File: config.mk
export PLATFORM = sky130hd
export DESIGN_NAME = pfc_cmd_top
export DESIGN_NICKNAME = d
export VERILOG_FILES = /design/src/pfc_pkg.sv /design/src/pfc_cmd_reg.sv /design/src/pfc_cmd_top.sv /design/src/pfc_par_err.sv
export VERILOG_INCLUDE_DIRS = /design/src
export SDC_FILE = /design/constraint.sdc
export NUM_CORES = 1
export LEC_CHECK = 0
export ABC_AREA = 1
export ABC_CLOCK_PERIOD_IN_PS = 1080
export BUFFER_PORTS_ARGS = -buffer_cell sky130_fd_sc_hd__buf_2
export CORE_ASPECT_RATIO = 1.2
export CORE_UTILIZATION = 35
export CTS_CLUSTER_DIAMETER = 60
export DETAILED_ROUTE_END_ITERATION = 6
export PLACE_DENSITY = 0.71
export SLEW_MARGIN = 20
export SYNTH_ARGS = -nofsm -noshare
export SYNTH_HDL_FRONTEND = slang
export SYNTH_HIERARCHICAL = 1
export SYNTH_SLANG_ARGS = --single-unit
File: constraint.sdc
create_clock -name clk -period 1.08 [get_ports clk]
set_input_delay 0.216 -clock clk [delete_from_list [all_inputs] [get_ports clk]]
set_output_delay 0.216 -clock clk [all_outputs]
set_load 0.05 [all_outputs]
File: src/pfc_regs.svh
// pfc_regs.svh: offsets, field positions, reset values and masks of the
// per-function command registers and the socket function identification.
// assumes: included by bare name from every design file of the block.
//
// Summary of operation
// - socket function shows a fixed 16-bit read-only identification at 02h
// - each of the three functions owns its own command register
// - system-error and parity-response enables are ORed across functions
// - command bits 15 to 11 read as zero
// - interrupt-block bit 10 set stops that function asserting its interrupt
// - interrupt-block bit reads zero while rev 2.3 features are disabled
// - back-to-back enable bit 9 is read-only zero
// - bit 8 enables the system-error output driver, off by default
// - address parity errors reported only when bits 8 and 6 both set
// - command bit 7 reads as zero
// - bit 6 clear ignores parity errors, set responds with parity error line
// - detected data parity errors are signalled on the system-error line when bits 8 and 6 both set
// - palette snoop set: palette writes not claimed but their data captured
// - write-and-invalidate enable bit 4 is hardwired zero, ignores writes
// - special-cycle enable bit 3 is hardwired zero, special cycles ignored
// - function requests the bus only while initiator enable bit 2 is set
// - memory-space cycles claimed only while bit 1 is set
// - i/o-space cycles claimed only while bit 0 is set

`ifndef PFC_REGS_SVH
`define PFC_REGS_SVH

// configuration byte offsets of the 16-bit registers
`define PFC_OFS_IDENT      8'h02
`define PFC_OFS_CMD        8'h04

// function that carries the socket identification register
`define PFC_IDENT_FUNC     2'h1

// command register field positions
`define PFC_BIT_IO         0
`define PFC_BIT_MEM        1
`define PFC_BIT_INIT       2
`define PFC_BIT_SPECIAL    3
`define PFC_BIT_WINV       4
`define PFC_BIT_SNOOP      5
`define PFC_BIT_PAR_RESP   6
`define PFC_BIT_SYS_ERR    8
`define PFC_BIT_B2B        9
`define PFC_BIT_INT_BLOCK  10

// reset value and the set of bits that software can change
`define PFC_CMD_RESET      16'h0000
`define PFC_CMD_WR_MASK    16'h0567

// read value of an unmapped configuration word
`define PFC_RD_UNMAPPED    16'h0000

`endif

File: src/pfc_pkg.sv
// pfc_pkg.sv: shared types of the per-function command register block.
// assumes: nothing beyond a SystemVerilog compiler.

package pfc_pkg;

   // one configuration word
   typedef logic [15:0] pfc_word_t;

   // one bit for each of the three functions
   typedef logic [2:0] pfc_fmask_t;

   // function numbers carried by a configuration cycle
   typedef enum logic [1:0]
   {
      PFC_FUNC_0    = 2'h0,
      PFC_FUNC_1    = 2'h1,
      PFC_FUNC_2    = 2'h2,
      PFC_FUNC_NONE = 2'h3
   } pfc_func_t;

endpackage

File: src/pfc_cmd_reg.sv
// pfc_cmd_reg.sv: the command register of one function.
// assumes: the caller qualifies wr_en with offset and function decode.

`timescale 1ns/1ps

`include "pfc_regs.svh"

module pfc_cmd_reg
(
   input  wire logic             clk,
   input  wire logic             rst_n,
   input  wire logic             wr_en,
   input  wire logic [1:0]       be,
   input  wire pfc_pkg::pfc_word_t wdata,
   input  wire logic             rev23_features_enable,
   output pfc_pkg::pfc_word_t    cmd_q
);

   pfc_pkg::pfc_word_t cmd_d;
   pfc_pkg::pfc_word_t merged;
   pfc_pkg::pfc_word_t masked;

   // byte-lane merge of the write data over the held value
   assign merged = {be[1] ? wdata[15:8] : cmd_q[15:8],
                    be[0] ? wdata[7:0]  : cmd_q[7:0]};

   // read-only and reserved bits stay at zero whatever is written
   assign masked = merged & `PFC_CMD_WR_MASK;

   // next value: write, then interrupt block held off without rev 2.3
   always_comb
   begin
      cmd_d = wr_en ? masked : cmd_q;
      cmd_d[`PFC_BIT_INT_BLOCK] = cmd_d[`PFC_BIT_INT_BLOCK] &
                                  rev23_features_enable;
   end

   // the register itself
   always_ff @(posedge clk or negedge rst_n)
   begin
      if (!rst_n)
         cmd_q <= `PFC_CMD_RESET;
      else
         cmd_q <= cmd_d;
   end

endmodule

File: src/pfc_cmd_top.sv
// pfc_cmd_top.sv: three command registers, socket identification and
// the gating that the command bits apply to the bus paths.
// assumes: a bus engine that turns configuration cycles into one-cycle
// cfg_rd / cfg_wr strobes and reports decode hits as one-cycle pulses.

`timescale 1ns/1ps

`include "pfc_regs.svh"

module pfc_cmd_top
#(
   // identification value is arbitrary
   parameter pfc_pkg::pfc_word_t SOCKET_IDENT = 16'h5a01
)
(
   input  wire logic               clk,
   input  wire logic               rst_n,
   // configuration access
   input  wire logic               cfg_rd,
   input  wire logic               cfg_wr,
   input  wire logic [1:0]         cfg_func,
   input  wire logic [7:0]         cfg_addr,
   input  wire logic [1:0]         cfg_be,
   input  wire pfc_pkg::pfc_word_t cfg_wdata,
   output pfc_pkg::pfc_word_t      cfg_rdata,
   output logic                    cfg_ack,
   // global control from the general control register
   input  wire logic               rev23_features_enable,
   // target decode hits and the resulting claims
   input  wire pfc_pkg::pfc_fmask_t io_decode_hit,
   input  wire pfc_pkg::pfc_fmask_t mem_decode_hit,
   input  wire logic               special_cycle_hit,
   output pfc_pkg::pfc_fmask_t     io_claim,
   output pfc_pkg::pfc_fmask_t     mem_claim,
   output logic                    special_claim,
   // initiator requests
   input  wire pfc_pkg::pfc_fmask_t init_req,
   output pfc_pkg::pfc_fmask_t     bus_req,
   output logic                    init_use_winv,
   // interrupts
   input  wire pfc_pkg::pfc_fmask_t int_req,
   output pfc_pkg::pfc_fmask_t     int_assert,
   // palette writes
   input  wire pfc_pkg::pfc_fmask_t palette_wr_hit,
   input  wire logic [7:0]         palette_wdata,
   output pfc_pkg::pfc_fmask_t     palette_claim,
   output pfc_pkg::pfc_fmask_t     snoop_valid,
   output logic [7:0]              snoop_data,
   // parity errors seen by the bus engine
   input  wire logic               addr_par_err,
   input  wire logic               data_par_err,
   output logic                    serr_o,
   output logic                    serr_oe,
   output logic                    perr_o,
   output logic                    perr_oe
);

   // ****************************************************************
   // decode helpers
   // ****************************************************************

   // one-hot select of a function number, zero for the unused number
   function automatic pfc_pkg::pfc_fmask_t func_onehot
   (
      input logic [1:0] f
   );
      pfc_pkg::pfc_fmask_t sel;
      sel = 3'h0;
      if (f == pfc_pkg::PFC_FUNC_0)
         sel = 3'h1;
      else if (f == pfc_pkg::PFC_FUNC_1)
         sel = 3'h2;
      else if (f == pfc_pkg::PFC_FUNC_2)
         sel = 3'h4;
      return sel;
   endfunction

   // ****************************************************************
   // configuration decode
   // ****************************************************************

   pfc_pkg::pfc_fmask_t rd_sel;
   pfc_pkg::pfc_fmask_t wr_sel;
   logic                hit_cmd;
   logic                hit_ident;

   // offset and function decode of the current cycle
   assign hit_cmd   = (cfg_addr == `PFC_OFS_CMD);
   assign hit_ident = (cfg_addr == `PFC_OFS_IDENT) &&
                      (cfg_func == `PFC_IDENT_FUNC);
   assign rd_sel    = func_onehot(cfg_func);
   assign wr_sel    = func_onehot(cfg_func) &
                      {3{cfg_wr & hit_cmd}};

   // ****************************************************************
   // command registers, one per function
   // ****************************************************************

   pfc_pkg::pfc_word_t  cmd_val [3];
   pfc_pkg::pfc_fmask_t en_io;
   pfc_pkg::pfc_fmask_t en_mem;
   pfc_pkg::pfc_fmask_t en_init;
   pfc_pkg::pfc_fmask_t en_snoop;
   pfc_pkg::pfc_fmask_t en_par;
   pfc_pkg::pfc_fmask_t en_sys;
   pfc_pkg::pfc_fmask_t en_block;
   pfc_pkg::pfc_fmask_t en_winv;
   pfc_pkg::pfc_fmask_t en_special;

   genvar g;

   // each function owns its register and its field taps
   generate
      for (g = 0; g < 3; g = g + 1)
      begin : g_func
         pfc_cmd_reg u_cmd
         (
            .clk                   (clk),
            .rst_n                 (rst_n),
            .wr_en                 (wr_sel[g]),
            .be                    (cfg_be),
            .wdata                 (cfg_wdata),
            .rev23_features_enable (rev23_features_enable),
            .cmd_q                 (cmd_val[g])
         );

         assign en_io[g]      = cmd_val[g][`PFC_BIT_IO];
         assign en_mem[g]     = cmd_val[g][`PFC_BIT_MEM];
         assign en_init[g]    = cmd_val[g][`PFC_BIT_INIT];
         assign en_snoop[g]   = cmd_val[g][`PFC_BIT_SNOOP];
         assign en_par[g]     = cmd_val[g][`PFC_BIT_PAR_RESP];
         assign en_sys[g]     = cmd_val[g][`PFC_BIT_SYS_ERR];
         assign en_block[g]   = cmd_val[g][`PFC_BIT_INT_BLOCK];
         assign en_winv[g]    = cmd_val[g][`PFC_BIT_WINV];
         assign en_special[g] = cmd_val[g][`PFC_BIT_SPECIAL];
      end
   endgenerate

   // ****************************************************************
   // configuration read path
   // ****************************************************************

   pfc_pkg::pfc_word_t cmd_rd;
   pfc_pkg::pfc_word_t cfg_rdata_d;
   logic               cfg_ack_d;

   // per-function read-back, each copy independent of the others
   assign cmd_rd = (cmd_val[0] & {16{rd_sel[0]}}) |
                   (cmd_val[1] & {16{rd_sel[1]}}) |
                   (cmd_val[2] & {16{rd_sel[2]}});

   // read data: identification, command or zero for unmapped words
   assign cfg_rdata_d = !cfg_rd   ? `PFC_RD_UNMAPPED :
                        hit_ident ? SOCKET_IDENT :
                        hit_cmd   ? cmd_rd : `PFC_RD_UNMAPPED;

   // every read or write is acknowledged one cycle later
   assign cfg_ack_d = cfg_rd | cfg_wr;

   // read data and acknowledge registers
   always_ff @(posedge clk or negedge rst_n)
   begin
      if (!rst_n)
      begin
         cfg_rdata <= `PFC_RD_UNMAPPED;
         cfg_ack   <= 1'b0;
      end
      else
      begin
         cfg_rdata <= cfg_rdata_d;
         cfg_ack   <= cfg_ack_d;
      end
   end

   // ****************************************************************
   // target claims and initiator requests
   // ****************************************************************

   pfc_pkg::pfc_fmask_t io_claim_d;
   pfc_pkg::pfc_fmask_t mem_claim_d;
   pfc_pkg::pfc_fmask_t bus_req_d;
   logic                special_claim_d;
   logic                init_use_winv_d;

   // i/o and memory cycles claimed only with their enables set
   assign io_claim_d  = io_decode_hit & en_io;
   assign mem_claim_d = mem_decode_hit & en_mem;

   // bus requests pass only from functions allowed to initiate
   assign bus_req_d = init_req & en_init;

   // special cycles never claimed
   assign special_claim_d = special_cycle_hit & (|en_special) &
                            1'b0;

   // the initiator always uses plain memory write commands
   assign init_use_winv_d = (|en_winv) & 1'b0;

   // claim and request registers
   always_ff @(posedge clk or negedge rst_n)
   begin
      if (!rst_n)
      begin
         io_claim      <= 3'h0;
         mem_claim     <= 3'h0;
         bus_req       <= 3'h0;
         special_claim <= 1'b0;
         init_use_winv <= 1'b0;
      end
      else
      begin
         io_claim      <= io_claim_d;
         mem_claim     <= mem_claim_d;
         bus_req       <= bus_req_d;
         special_claim <= special_claim_d;
         init_use_winv <= init_use_winv_d;
      end
   end

   // ****************************************************************
   // interrupts
   // ****************************************************************

   pfc_pkg::pfc_fmask_t int_assert_d;

   // a function with its block bit set keeps its interrupt quiet
   assign int_assert_d = int_req & ~en_block;

   // interrupt output register
   always_ff @(posedge clk or negedge rst_n)
   begin
      if (!rst_n)
         int_assert <= 3'h0;
      else
         int_assert <= int_assert_d;
   end

   // ****************************************************************
   // palette snooping
   // ****************************************************************

   pfc_pkg::pfc_fmask_t palette_claim_d;
   pfc_pkg::pfc_fmask_t snoop_valid_d;
   logic                snoop_any;
   logic [7:0]          snoop_data_d;

   // snooping functions capture the data and leave the write unclaimed
   assign palette_claim_d = palette_wr_hit & ~en_snoop;
   assign snoop_valid_d   = palette_wr_hit & en_snoop;
   assign snoop_any       = |snoop_valid_d;
   assign snoop_data_d    = snoop_any ? palette_wdata : snoop_data;

   // palette claim, capture strobe and held capture data
   always_ff @(posedge clk or negedge rst_n)
   begin
      if (!rst_n)
      begin
         palette_claim <= 3'h0;
         snoop_valid   <= 3'h0;
         snoop_data    <= 8'h00;
      end
      else
      begin
         palette_claim <= palette_claim_d;
         snoop_valid   <= snoop_valid_d;
         snoop_data    <= snoop_data_d;
      end
   end

   // ****************************************************************
   // parity and system error
   // ****************************************************************

   logic sys_err_any;
   logic par_resp_any;

   // enables are shared: any function's copy turns the path on
   assign sys_err_any  = |en_sys;
   assign par_resp_any = |en_par;

   // error line drivers
   pfc_par_err u_par_err
   (
      .clk          (clk),
      .rst_n        (rst_n),
      .sys_err_any  (sys_err_any),
      .par_resp_any (par_resp_any),
      .addr_par_err (addr_par_err),
      .data_par_err (data_par_err),
      .serr_o       (serr_o),
      .serr_oe      (serr_oe),
      .perr_o       (perr_o),
      .perr_oe      (perr_oe)
   );

endmodule

File: src/pfc_par_err.sv
// pfc_par_err.sv: drives the system-error and parity-error lines.
// assumes: error inputs are one-cycle pulses from the bus engine.

`timescale 1ns/1ps

`include "pfc_regs.svh"

module pfc_par_err
(
   input  wire logic clk,
   input  wire logic rst_n,
   input  wire logic sys_err_any,
   input  wire logic par_resp_any,
   input  wire logic addr_par_err,
   input  wire logic data_par_err,
   output logic      serr_o,
   output logic      serr_oe,
   output logic      perr_o,
   output logic      perr_oe
);

   logic addr_report;
   logic data_report;
   logic perr_report;

   // address parity needs both enables and drives system error
   assign addr_report = addr_par_err & sys_err_any & par_resp_any;

   // data parity errors go out on system error once both the driver and response enables are on
   assign data_report = data_par_err & par_resp_any & sys_err_any;

   // parity error line answers only with the response enable set
   assign perr_report = data_par_err & par_resp_any;

   // open-drain lines: level held low, enable pulses for one cycle
   always_ff @(posedge clk or negedge rst_n)
   begin
      if (!rst_n)
      begin
         serr_oe <= 1'b0;
         perr_oe <= 1'b0;
         serr_o  <= 1'b0;
         perr_o  <= 1'b0;
      end
      else
      begin
         serr_oe <= addr_report | data_report;
         perr_oe <= perr_report;
         serr_o  <= 1'b0;
         perr_o  <= 1'b0;
      end
   end

endmodule

==> key figures <==
Clock network
  • CTS tree: built
  • CTS Buf Count: 9
  • Clk pin slew, worst setup/hold paths: ~0.08 ns
  • Clock Latency Late Sink: ~0.34 ns
  • Longest Clk Path Bufs: 2
  • CTS sink cnt: between 60 and 70
  • H-tree depth: 3
  • Root buf cell: clkbuf_8

Yosys
  • Post-synth cell types: 17
  • Register area share after synthesis: 0.5261
  • Mapped cell area: 0.003139 mm^2
  • Post-synthesis register bit count: 66
  • Synth area leader: dfrtp_1
  • Post-Syn Area per Cell: 8.029 um^2
  • Cells after synthesis: 391
  • Yosys warns: 6
  • Share of the synthesized area in the top cell type: 0.5261
  • Largest cells by area after synthesis: dfrtp_1, nand2_1, buf_4

Placement
  • Port bufs: 93
  • Hpwl dp: 5001 um
  • Gpl congestion: 0.8331

Power
  • Sequential power share: 0.436
  • Power Dens Cells: about 1400 mW/mm^2
  • VDD IR-drop max: 0.6148 mV
  • Switching power: 1.780 mW
  • Comb power frac: 0.175
  • Clock share of power: 0.388
  • Switching part of the total power: 0.2946
  • Pleak: approximately 2.5 nW
  • Int Power: ~4.3 mW

Floorplanning
  • Die width: 88.46 um
  • Rows: 37
  • Initial core utilization: 0.3626
  • Die Area: 0.009354 mm^2
  • Die Y: ~110 um
  • CORE AREA: 0.008657 mm^2
  • Io pins: 108

Cells and area
  • Most frequent cells in the layout: nand2_1, dfrtp_1, nor2_1, buf_2, inv_1
  • Sequential cell area: about 0.0017 mm^2
  • Ratio of cells with drive above 1 in the final layout: 0.3145
  • Fill count: a little under 800
  • Multi-input gate area: approximately 0.0012 mm^2
  • Final nets: about 570
  • Antenna cells: 0
  • Layout area overhead: 39.90%
  • Commonest non-fill, non-tap cell in the layout: nand2_1

STA
  • # setup viols final: 42
  • Setup Skew: 0.01012 ns
  • Final Worst Setup Slack: -0.05025 ns
  • Fmax: approximately 900 MHz
  • RSZ-0062 raised after global routing: yes
  • Setup TNS: -0.7777 ns
  • Tmin final: 1.130 ns
  • Hold_ws: 0.05566 ns
  • Max-slew violations: 0
  • Final hold vios: 0
  • Final cycle utilization of the critical path: 1.047

Critical path
  • Slowest cell on crit path: dfrtp_1
  • CP Capture Type: output port
  • Critical path class: reg -> out
  • CP bufs+invs: 1
  • CP peak stage delay: 0.40 ns
  • Top cell family by delay on the critical path: flip-flops
  • Req. time, crit path: 0.86 ns
  • Crit start category: flop
  • Worst path cell trace: buf_6
  • CP max FO: 2
  • Worst Path Arrival: 0.91 ns

Route
  • Residual DRC count: 0
  • DR WL/cell: around 11 um
  • Avg Vias per Cell: 4.248
  • Initial DRC Count: ~120
  • Vias after detailed routing: approximately 2700
  • Initial DRT Pass Iterations: 4
  • Final wirelength: 7180 um
  • DRT antenna net count: 0

GRT
  • Total Routing Usage GR: 0.1627
  • Total grt overflow: 0
  • Vias in the first global route: 2559
  • Maximum number of pins on one net before global-route repair: 67
  • First-pass GRT wire length: 11420 um
  • Antenna violations before repair: 0

Hold path
  • Hold Crit Class: in -> reg

Run status
  • Violated checks: setup timing
  • Status: finished with violations

Job
  • Max cap viols: 0
-- area by class of cell --
type                            count  share of cell area
Sequential cell                    66              0.3761
Multi-Input combinational cell    260              0.2655
Timing Repair Buffer              119              0.2296
Inverter                           51             0.04416
Tap cell                          117             0.03333
Clock buffer                        9             0.02821
Clock inverter                      7             0.02308
-- synth_stat cells --
cell / instances
dfrtp_1: 66
nand2_1: 110
nor2_4: 2
nand2_2: 4
buf_6: 4
inv_1: 50
buf_2: 3
inv_4: 1
nand3_1: 40
clkbuf_1: 2
nand2_4: 3
nor2_2: 1
or2_2: 1
o21ai_0: 10
conb_1: 5
buf_4: 31
nor2_1: 58
-- power groups by stage --
| stage | logic, mW | clock network [mW] | registers (mW) |
|---|---|---|---|
| after floorplan | 0.305 | 0 | 3.00 |
| after global placement | 0.887 | 0 | 2.66 |
| after detailed placement | 0.901 | 0 | 2.66 |
| after CTS | 1.04 | 2.39 | 2.64 |
| after global routing | 1.15 | 2.48 | 2.65 |
| final | 1.06 | 2.35 | 2.64 |
-- routing by layer --
metal | GRT usage | up-vias | share of wire
met1 | 0.1806 | 1230 | 0.42
met4 | 0.07719 | 0 | 0.019
met5 | 0 | - | 0
met3 | 0.04385 | 14 | 0.058
li1 | - | 1342 | -
met2 | 0.2819 | 86 | 0.50
-- timing repair --
action / CTS / global route
endpoints found under the hold margin: 66 / 0
hold buffers: 1 / 0
setup endpoints to repair: 45 / 54
gates cloned: 0 / 1
buffers inserted: 1 / 2
resized for setup: 90 / 5
-- through the flow --
stage	worst slack, ns	util	total power [mW]	cells	area [um^2]
floorplan	-0.09289	-	3.304	417	3309
global placement	-0.2387	0.4423	3.543	608	3829
detailed placement	-0.2739	0.4423	3.563	608	3829
CTS	-0.07206	0.5028	6.061	626	4353
global route	-0.08742	0.5073	6.278	629	4392
finish	-0.05025	0.5073	6.042	629	4392
-- sequential cells by signal (all words and copies together) (netlist names) --
name,cells
io_claim,3
cfg_rdata,16
snoop_data,8
bus_req,3
cfg_ack,1
int_assert,3
u_par_err/perr_oe,1
u_par_err/serr_oe,1
palette_claim,3
snoop_valid,3
mem_claim,3
g_func.u_cmd/cmd_q,21
-- final timing paths --
check,start,to,slack (ns),depth (start not counted)
setup / recovery,snoop_data[0],snoop_data[0],-0.05,1
hold / removal,io_decode_hit[2],io_claim[2],0.06,3
setup reg to reg,g_func[0].u_cmd/cmd_q[5],snoop_data[1],0.07,5
hold reg to reg,g_func[0].u_cmd/cmd_q[10],int_assert[0],0.45,1
max in group asynchronous,rst_n,cfg_rdata[3],0.38,3
min in group asynchronous,rst_n,bus_req[0],0.41,3
-- kinds of logic after synthesis --
family / after synthesis / share of synthesized area
buf+inv: 91 / 0.1574
flops: 66 / 0.5261
other cells: 5 / 0.005979
simple gates: 219 / 0.2945
compound gates: 10 / 0.01594
Power figures use the tool's default switching activity.
